**config.mk**
```make
export PLATFORM = sky130hd
export DESIGN_NAME = cocr_regs
export DESIGN_NICKNAME = d
export VERILOG_FILES = /design/src/pkg/cocr_pkg.sv /design/src/design/cocr_regs.sv
export VERILOG_INCLUDE_DIRS = /design/src /design/src/pkg
export SDC_FILE = /design/constraint.sdc
export NUM_CORES = 1
export LEC_CHECK = 0
export BUFFER_PORTS_ARGS = -buffer_cell sky130_fd_sc_hd__clkbuf_2
export CORE_MARGIN = 3
export CORE_UTILIZATION = 40
export CTS_CLUSTER_DIAMETER = 80
export DETAILED_ROUTE_END_ITERATION = 7
export GPL_TIMING_DRIVEN = 0
export HOLD_SLACK_MARGIN = 0.1
export PLACE_DENSITY = 0.83
export SYNTH_ARGS = -nofsm -noshare
export SYNTH_HDL_FRONTEND = slang
export SYNTH_SLANG_ARGS = --single-unit
```
**constraint.sdc**
```tcl
create_clock -name clk -period 0.96 [get_ports clk]
set_input_delay 0 -clock clk [delete_from_list [all_inputs] [get_ports clk]]
set_output_delay 0 -clock clk [all_outputs]
set_load 0.02 [all_outputs]
```
**src/pkg/cocr_map.svh**
```systemverilog
`ifndef COCR_MAP_SVH
`define COCR_MAP_SVH

// Command codes of the two option registers.
`define COCR_SMB_OPT_A     8'h12
`define COCR_SMB_OPT_B     8'h3B
`define COCR_I2C_OPT_A_LO  8'h00
`define COCR_I2C_OPT_A_HI  8'h01
`define COCR_I2C_OPT_B_LO  8'h02
`define COCR_I2C_OPT_B_HI  8'h03

// Field positions, option register A.
`define COCR_A_IN_GAIN     4
`define COCR_A_DIS_GAIN    3
`define COCR_A_RSVD_ONE    2
`define COCR_A_IREG_EN     1
`define COCR_A_INHIBIT     0

// Field positions, option register B.
`define COCR_B_RATIO       12
`define COCR_B_BATMON_EN   11
`define COCR_B_PWRMON_EN   10
`define COCR_B_PWR_GAIN    9
`define COCR_B_COMP_REF    7

// Writable masks, fixed read values and reset values.
`define COCR_A_WMASK       16'h001B
`define COCR_A_FIXED       16'h0004
`define COCR_A_RESET       16'h000A
`define COCR_B_WMASK       16'h1E80
`define COCR_B_FIXED       16'h0000
`define COCR_B_RESET       16'h0200

// Byte lanes of a two-byte register.
`define COCR_LANE_LO       16'h00FF
`define COCR_LANE_HI       16'hFF00
`define COCR_LANE_ALL      16'hFFFF

`endif

```
**src/pkg/cocr_pkg.sv**
```systemverilog
package cocr_pkg;

  // One decoded command from the serial front end.
  typedef struct packed {
    logic        valid;
    logic        write;
    logic        i2c;
    logic [7:0]  addr;
    logic [15:0] wdata;
  } cocr_req_t;

  // Answer, one cycle after the command.
  typedef struct packed {
    logic        valid;
    logic        hit;
    logic [15:0] rdata;
  } cocr_rsp_t;

  // Control levels toward the analog circuits.
  typedef struct packed {
    logic input_monitor_gain_80x;
    logic discharge_monitor_gain_16x;
    logic input_current_regulation_en;
    logic charge_inhibit;
    logic sense_resistor_ratio_2to1;
    logic battery_current_monitor_en;
    logic system_power_monitor_en;
    logic power_monitor_gain_1uaw;
    logic comparator_reference_1v2;
  } cocr_cfg_t;

endpackage

```
**src/design/cocr_regs.sv**
```systemverilog
// Function
// - Bit 4 of option register A picks 40x input current monitor gain at 0, 80x at 1, and resets to 0.
// - Bit 3 of option register A picks 8x discharge monitor gain at 0, 16x at 1, and resets to 1.
// - Bit 1 of option register A enables the input current regulation loop at 1 and resets to 1.
// - Bit 0 of option register A inhibits charging at 1, permits it at 0, and resets to 0.
// - Bit 12 of option register B sets the sense resistor ratio to 1:1 at 0 (reset) or 2:1 at 1.
// - Bit 11 of option register B turns the battery current monitor buffer on at 1, off at 0, reset 0.
// - Bit 10 of option register B turns the system power monitor and its buffer on at 1, reset 0.
// - Bit 9 of option register B picks power monitor gain 0.25 uA/W at 0 or 1 uA/W at 1, reset 1.
// - Bit 7 of option register B picks comparator reference 2.3 V at 0 (reset) or 1.2 V at 1.
// - Bits 15 to 13 and bit 8 of option register B are read-only and read 0.
// - Option register B is SMBus code 0x3B, 16 bits, or I2C bytes 03H high and 02H low.
`timescale 1ns/10ps
`default_nettype none
`include "cocr_map.svh"

module cocr_regs
  import cocr_pkg::*;
(
  input  wire logic      clk,
  input  wire logic      rst_b,
  input  wire cocr_req_t req,
  output var  cocr_rsp_t rsp,
  output var  cocr_cfg_t cfg,
  output logic           charge_permit
);

  logic [15:0] opt_a_q;
  logic [15:0] opt_a_d;
  logic [15:0] opt_b_q;
  logic [15:0] opt_b_d;
  cocr_rsp_t   rsp_q;
  cocr_rsp_t   rsp_d;
  logic [15:0] view_a;
  logic [15:0] view_b;

  // Only writable bits are stored; fixed bits are merged in on every read.
  assign view_a = (opt_a_q & `COCR_A_WMASK) | `COCR_A_FIXED;
  assign view_b = (opt_b_q & `COCR_B_WMASK) | `COCR_B_FIXED;

  always_comb begin
    logic        sel_a;
    logic        sel_b;
    logic        hi;
    logic [15:0] lane;
    logic [15:0] wdat;
    sel_a   = 1'b0;
    sel_b   = 1'b0;
    hi      = 1'b0;
    lane    = `COCR_LANE_ALL;
    wdat    = req.wdata;
    opt_a_d = opt_a_q;
    opt_b_d = opt_b_q;
    rsp_d   = '0;
    if (req.i2c) begin
      // A byte bus reaches each half of a register on its own address.
      unique case (req.addr)
        `COCR_I2C_OPT_A_LO: sel_a = 1'b1;
        `COCR_I2C_OPT_A_HI: begin
          sel_a = 1'b1;
          hi    = 1'b1;
        end
        `COCR_I2C_OPT_B_LO: sel_b = 1'b1;
        `COCR_I2C_OPT_B_HI: begin
          sel_b = 1'b1;
          hi    = 1'b1;
        end
        default: ;
      endcase
      lane = hi ? `COCR_LANE_HI : `COCR_LANE_LO;
      wdat = {req.wdata[7:0], req.wdata[7:0]};
    end else begin
      sel_a = (req.addr == `COCR_SMB_OPT_A);
      sel_b = (req.addr == `COCR_SMB_OPT_B);
    end
    if (req.valid) begin
      rsp_d.valid = 1'b1;
      rsp_d.hit   = sel_a | sel_b;
      if (req.write) begin
        // Reserved positions are masked out of the stored value.
        if (sel_a) begin
          opt_a_d = (opt_a_q & ~(lane & `COCR_A_WMASK)) | (wdat & lane & `COCR_A_WMASK);
        end
        if (sel_b) begin
          opt_b_d = (opt_b_q & ~(lane & `COCR_B_WMASK)) | (wdat & lane & `COCR_B_WMASK);
        end
      end else if (req.i2c) begin
        if (sel_a) begin
          rsp_d.rdata = {8'h00, hi ? view_a[15:8] : view_a[7:0]};
        end
        if (sel_b) begin
          rsp_d.rdata = {8'h00, hi ? view_b[15:8] : view_b[7:0]};
        end
      end else begin
        if (sel_a) begin
          rsp_d.rdata = view_a;
        end
        if (sel_b) begin
          rsp_d.rdata = view_b;
        end
      end
    end
  end

  always_ff @(posedge clk or negedge rst_b) begin
    if (!rst_b) begin
      opt_a_q <= `COCR_A_RESET;
      opt_b_q <= `COCR_B_RESET;
      rsp_q   <= '0;
    end else begin
      opt_a_q <= opt_a_d;
      opt_b_q <= opt_b_d;
      rsp_q   <= rsp_d;
    end
  end

  assign rsp = rsp_q;

  always_comb begin
    cfg                             = '0;
    cfg.input_monitor_gain_80x      = opt_a_q[`COCR_A_IN_GAIN];
    cfg.discharge_monitor_gain_16x  = opt_a_q[`COCR_A_DIS_GAIN];
    cfg.input_current_regulation_en = opt_a_q[`COCR_A_IREG_EN];
    cfg.charge_inhibit              = opt_a_q[`COCR_A_INHIBIT];
    cfg.sense_resistor_ratio_2to1   = opt_b_q[`COCR_B_RATIO];
    cfg.battery_current_monitor_en  = opt_b_q[`COCR_B_BATMON_EN];
    cfg.system_power_monitor_en     = opt_b_q[`COCR_B_PWRMON_EN];
    cfg.power_monitor_gain_1uaw     = opt_b_q[`COCR_B_PWR_GAIN];
    cfg.comparator_reference_1v2    = opt_b_q[`COCR_B_COMP_REF];
  end

  // The charge current path acts whenever the inhibit bit is 0, which it is from reset.
  assign charge_permit = ~opt_a_q[`COCR_A_INHIBIT];

  logic smb_wr_a;
  logic smb_wr_b;
  assign smb_wr_a = req.valid && req.write && !req.i2c && req.addr == `COCR_SMB_OPT_A;
  assign smb_wr_b = req.valid && req.write && !req.i2c && req.addr == `COCR_SMB_OPT_B;
  logic smb_miss;
  assign smb_miss = req.valid && !req.i2c && req.addr != `COCR_SMB_OPT_A && req.addr != `COCR_SMB_OPT_B;
endmodule  // cocr_regs
`default_nettype wire

```
==> results_dict.tcl, run 1 <==
set metrics [dict create \
    status "finished, violations left" \
    fin_crit_sh 1.21 \
    worstPathArrival_ns 1.35 \
    drive_gt1_frac 0.610 \
    setup_viol 13 \
    layout.nets 194 \
    clkTransAtPathRegs_ns 0.11 \
    synth_cell_types 33 \
    clockRootBuffer "clkbuf_4" \
    std_cell_rows 17 \
    p_per_area_nw_per_um2 985 \
    final_common_cell "clkbuf_2" \
    n_fill_cell 145 \
    clock_latency_ns 0.30 \
    io-pin-count 57 \
    ys_seq_area_frac 0.518 \
    ys.flop_type "dfrtp_1" \
    end_kind "flop" \
    synthCells 82 \
    hold_start "req[24]" \
    die_y_um 56.6 \
    syn2layout_area_growth_pct 67.3 \
    final_area_sq_um 1710 \
    synth_edf_count 0 \
    cts_tree "yes" \
    worst_setup_path_start_kind "primary input" \
    dp_slack_ns -0.651 \
    timing.fmax_ghz 0.862 \
    syn_avg_cell_area_sq_um 12.5 \
    timing.hold.ws_ns 0.0937 \
    hold_buffers 14 \
    start_util 0.441 \
    antennaDiodeCount 0 \
    skew_ns 0.00605 \
    tightestPinTransition_ns 0.504 \
    failed_checks "negative setup slack" \
    critPathKind "primary input to flop" \
    seq_area_sq_um 529 \
    drt-total-wl_mm 3.05 \
    maxSlewHeadroom 0.664 \
    ys_seq_elements 21 \
    yosys_warnings 0 \
    clock_sinks 21 \
    worstPathRequired_ns 1.15 \
    min_period_ns 1.16 \
    die_area_sq_um 3200 \
    finalSetupTns_ns -1.07 \
    cp_cell_sequence "clkbuf_2 -> and2b_2 -> a21boi_4 -> or4_4 -> mux2_4" \
    ant_nets 0 \
    hold_viol 0 \
    multi_input_area_sq_um 512 \
    vias_per_cell 4.94 \
    max_cap_viol_count 0 \
    avgRoutedWirePerCell_um 15.9 \
    cp_slowest_cell "or4_4" \
    drt_first_iter_violations 19 \
    core_sq_um 2320 \
    setup_ws_ns -0.200 \
    clockBufferDepth 2 \
    fp.dieW_um 56.6 \
    numCtsBuffers 3 \
    path_delay_family "simple AND/OR/NAND/NOR gates" \
    final_max_slew_viol_count 0 \
    drcViolationCount 0 \
    grt_pass1_vias 966 \
    dp_hpwl_mm 1.74 \
    postSynth.asyncResetShare 1.00 \
    startpoint "req[20]" \
    critPathMaxStageDelay_ns 0.54 \
    crit_buf_inv 1 \
    port_buffers 44 \
    rsz0062_at_grt "yes" \
    netlist_area_sq_um 1020 \
    vdd_drop_max_uv 939 \
    grt_max_degree 22 \
    grt_pass1_wl_mm 4.38 \
    gp_congestion 0.787 \
    antenna_found_initial 0 \
    grt_usage 0.175 \
    drt_pass1_iterations 4 \
    placed_area_sq_um 1300 \
    static-leakage-power_nw 0.893 \
    final_cell_mix "37 x clkbuf_2, 21 x buf_4, 18 x dfrtp_1, 14 x dlygate4sd3_1, 8 x mux2_2" \
    vias 949 \
    h-tree-depth 1 \
    worstHoldPathType "primary input to flop" \
    grt-ovfl-total 0 \
    cp_max_fo 5 \
    fin_util 0.738 \
]
## Yosys cell counts (2+ instances only)
master | n | area [sq um]
mux2_4 | 4 | 60.1
dfrtp_1 | 18 | 450
nand2_1 | 4 | 15.0
nand4b_1 | 2 | 17.5
mux2_2 | 9 | 101
inv_1 | 4 | 15.0
buf_4 | 6 | 45.0
and2_1 | 5 | 31.3
dfstp_2 | 3 | 78.8
a22o_1 | 3 | 26.3
nor2_1 | 2 | 7.51
## metal layers
metal / global-route usage / share of wire
met2: 0.320 / 0.51
met1: 0.195 / 0.39
met3: 0.0437 / 0.060
met4: 0.0576 / 0.035
met5: 0 / 0
## stage by stage
step,std cells,power [mW]
4_1_cts,184,1.62
3_5_place_dp,159,1.15
2_1_floorplan,87,1.05
5_1_grt,192,1.75
6_report,192,1.68
3_3_place_gp,159,1.15
## power by group
| part | internal [mW] | switching [mW] |
|---|---|---|
| combinational | 0.186 | 0.166 |
| sequential | 0.901 | 0.0118 |
| clock | 0.162 | 0.259 |
| total | 1.25 | 0.437 |
## what timing repair did
action                     4_1_cts  5_1_grt
setup buffers                    8        8
hold endpoints to repair        33        1
setup endpoints to repair       16       23
pin swaps                        4        5
gates resized for setup         11       25
## area by class of cell
class / count / area share
plain buffers: 6 / 0.0263
clock buffers: 4 / 0.0154
inverters: 4 / 0.00878
multi-input cells: 55 / 0.299
flip-flops and latches: 21 / 0.309
well taps: 28 / 0.0205
repair buffers: 74 / 0.320
## logic make-up (layout without fill, tap and decap cells)
family | count (synthesis) | in the layout | share of synthesized area
flip-flops | 21 | 21 | 0.518
buffers and inverters | 11 | 88 | 0.0698
AND/OR/NAND/NOR | 26 | 26 | 0.171
AO/OA/AOI/OAI | 10 | 10 | 0.0796
multiplexers | 13 | 13 | 0.158
other | 1 | 6 | 0.00367
## worst register-to-register path, stage by stage, from the launching register on
cell	delay, ns
dfrtp_1	0.43
buf_4	0.15
mux2_4	0.24
## worst paths after layout
path | end | slack [ns] | cells past startpoint
max | flop | -0.20 | 5
min | flop | 0.09 | 3
max reg2reg | flop | 0.04 | 2
min reg2reg | flop | 0.57 | 1
max in group asynchronous | async pin | 0.37 | 2
min in group asynchronous | rsp[17] | 0.22 | 2
No activity file was read; power rests on OpenSTA's default activity.
==> inputs of run 2 (changes only) <==
==> constraint.sdc (replaced) <==
create_clock -name clk -period 1.1 [get_ports clk]
set_input_delay 0 -clock clk [delete_from_list [all_inputs] [get_ports clk]]
set_output_delay 0 -clock clk [all_outputs]
set_load 0.02 [all_outputs]
==> run 2 against run 1 <==
  * The flow now finishes without violations
  * Final cell count down 5.7%
  * Design area down 12%
  * Routed wire length down 21%
  * Register-to-register slack better by 0.07 ns
  * Non-clock buffer count down 11
  * Worst setup slack better by 0.20 ns
  * Die area unchanged
  * Utilization down 8.9 points
  * First-iteration DRC count up 68%
  * Largest cell class is now registers
==> results_dict.tcl, run 2 (synthesized netlist as in run 1, its figures left out) <==
set metrics [dict create \
    drive_gt1_frac 0.529 \
    start_util 0.441 \
    layout.nets 183 \
    hold_start "req[20]" \
    h-tree-depth 1 \
    multi_input_area_sq_um 450 \
    p_per_area_nw_per_um2 942 \
    worstPathRequired_ns 1.30 \
    fin_util 0.649 \
    die_area_sq_um 3200 \
    vias_per_cell 4.86 \
    ant_nets 0 \
    max_cap_viol_count 0 \
    gr-usage-met2 0.274 \
    clkTransAtPathRegs_ns 0.11 \
    use_met1 0.167 \
    antennaDiodeCount 0 \
    fin_crit_sh 0.999 \
    critPathKind "primary input to flop" \
    final_cell_mix "43 x clkbuf_2, 18 x dfrtp_1, 15 x dlygate4sd3_1, 10 x buf_4, 9 x mux2_2" \
    skew_ns 0.00140 \
    fp.dieW_um 56.6 \
    hold_buffers 15 \
    timing.hold.ws_ns 0.0884 \
    grt_pass1_vias 849 \
    hold_viol 0 \
    die_y_um 56.6 \
    final_common_cell "clkbuf_2" \
    std_cell_rows 17 \
    grt_usage 0.154 \
    grt-ovfl-total 0 \
    syn2layout_area_growth_pct 47.2 \
    port_buffers 44 \
    grtUsageMet3 0.0230 \
    tightestPinTransition_ns 0.635 \
    setup_viol 0 \
    busiest_layer "met2" \
    clock_sinks 21 \
    clock_latency_ns 0.30 \
    static-leakage-power_nw 0.801 \
    core_sq_um 2320 \
    status "complete, no violations" \
    worstHoldPathType "primary input to flop" \
    cp_max_fo 7 \
    clockRootBuffer "clkbuf_4" \
    grt_pass1_wl_mm 3.79 \
    worst_setup_path_start_kind "primary input" \
    setup_ws_ns 0.00143 \
    drt_pass1_iterations 4 \
    clockBufferDepth 2 \
    avgRoutedWirePerCell_um 13.4 \
    drt_first_iter_violations 32 \
    dp_hpwl_mm 1.66 \
    maxSlewHeadroom 0.573 \
    end_kind "flop" \
    timing.fmax_ghz 0.910 \
    numCtsBuffers 3 \
    worstPathArrival_ns 1.30 \
    vdd_drop_max_uv 692 \
    drt-total-wl_mm 2.43 \
    n_fill_cell 189 \
    final_max_slew_viol_count 0 \
    drcViolationCount 0 \
    vias 880 \
    startpoint "req[24]" \
    cts_tree "yes" \
    min_period_ns 1.10 \
    io-pin-count 57 \
    antenna_found_initial 0 \
    dp_slack_ns -0.507 \
    grt_max_degree 22 \
    seq_area_sq_um 529 \
    gp_congestion 0.800 \
]
-- run 2: changes by cell type in the layout (fill, tap and decap cells not counted), sizes merged --
cell / previous run / this run
buf: 29 / 10
clkbuf: 41 / 47
clkinv: 0 / 1
dlygate4sd3: 14 / 15
-- run 2: report_power, final --
part           internal [mW]  switching, mW  total (mW)
Clock                  0.135          0.230       0.365
Combinational          0.131          0.126       0.257
Sequential             0.786        0.00983       0.796
Total                   1.05          0.365        1.42
-- run 2: worst max-delay path, stage by stage --
cell      delay, ns
clkbuf_4       0.15
nand3b_1       0.19
a21boi_4       0.16
or4_4          0.48
mux2_4         0.32
-- run 2: cell type report --
type	instances	area share
timing repair buffer	63	0.268
sequential	21	0.352
buffer	6	0.0299
multi-input combinational	55	0.299
clock inverter	1	0.00333
tap	28	0.0233
clock buffer	3	0.0150
inverter	4	0.00998
-- run 2: path summary, 6_finish.rpt --
path / end / slack (ns) / depth (start not counted)
worst max-delay path: flop / 0.001 / 5
worst min-delay path: rsp[7] / 0.09 / 3
worst max register to register: rsp[2] / 0.11 / 3
worst min register to register: rsp[7] / 0.54 / 2
max in group asynchronous: async pin / 0.57 / 2
min in group asynchronous: rsp[16] / 0.18 / 2
-- run 2: metrics by stage --
stage,std cells,instance area [sq um],power [mW],TNS (ns)
after floorplan,87,1040,0.915,-1.14
after global placement,159,1300,1.00,-3.54
after detailed placement,159,1300,1.01,-4.16
after CTS,180,1490,1.42,-0.0347
after global routing,181,1510,1.49,-0.00919
final,181,1510,1.42,0
-- run 2: per-layer routing --
metal | vias up | wire length [um]
li1 | 422 | -
met1 | 406 | 911
met2 | 42 | 1290
met3 | 10 | 142
met4 | 0 | 87
met5 | - | 0
-- run 2: what timing repair did --
item | CTS | global route
hold endpoints to repair | 34 | 1
pin swaps | 3 | 2
cloned | 0 | 0
setup endpoints to repair | 4 | 2
resized for setup | 2 | 1
buffers inserted | 3 | 1
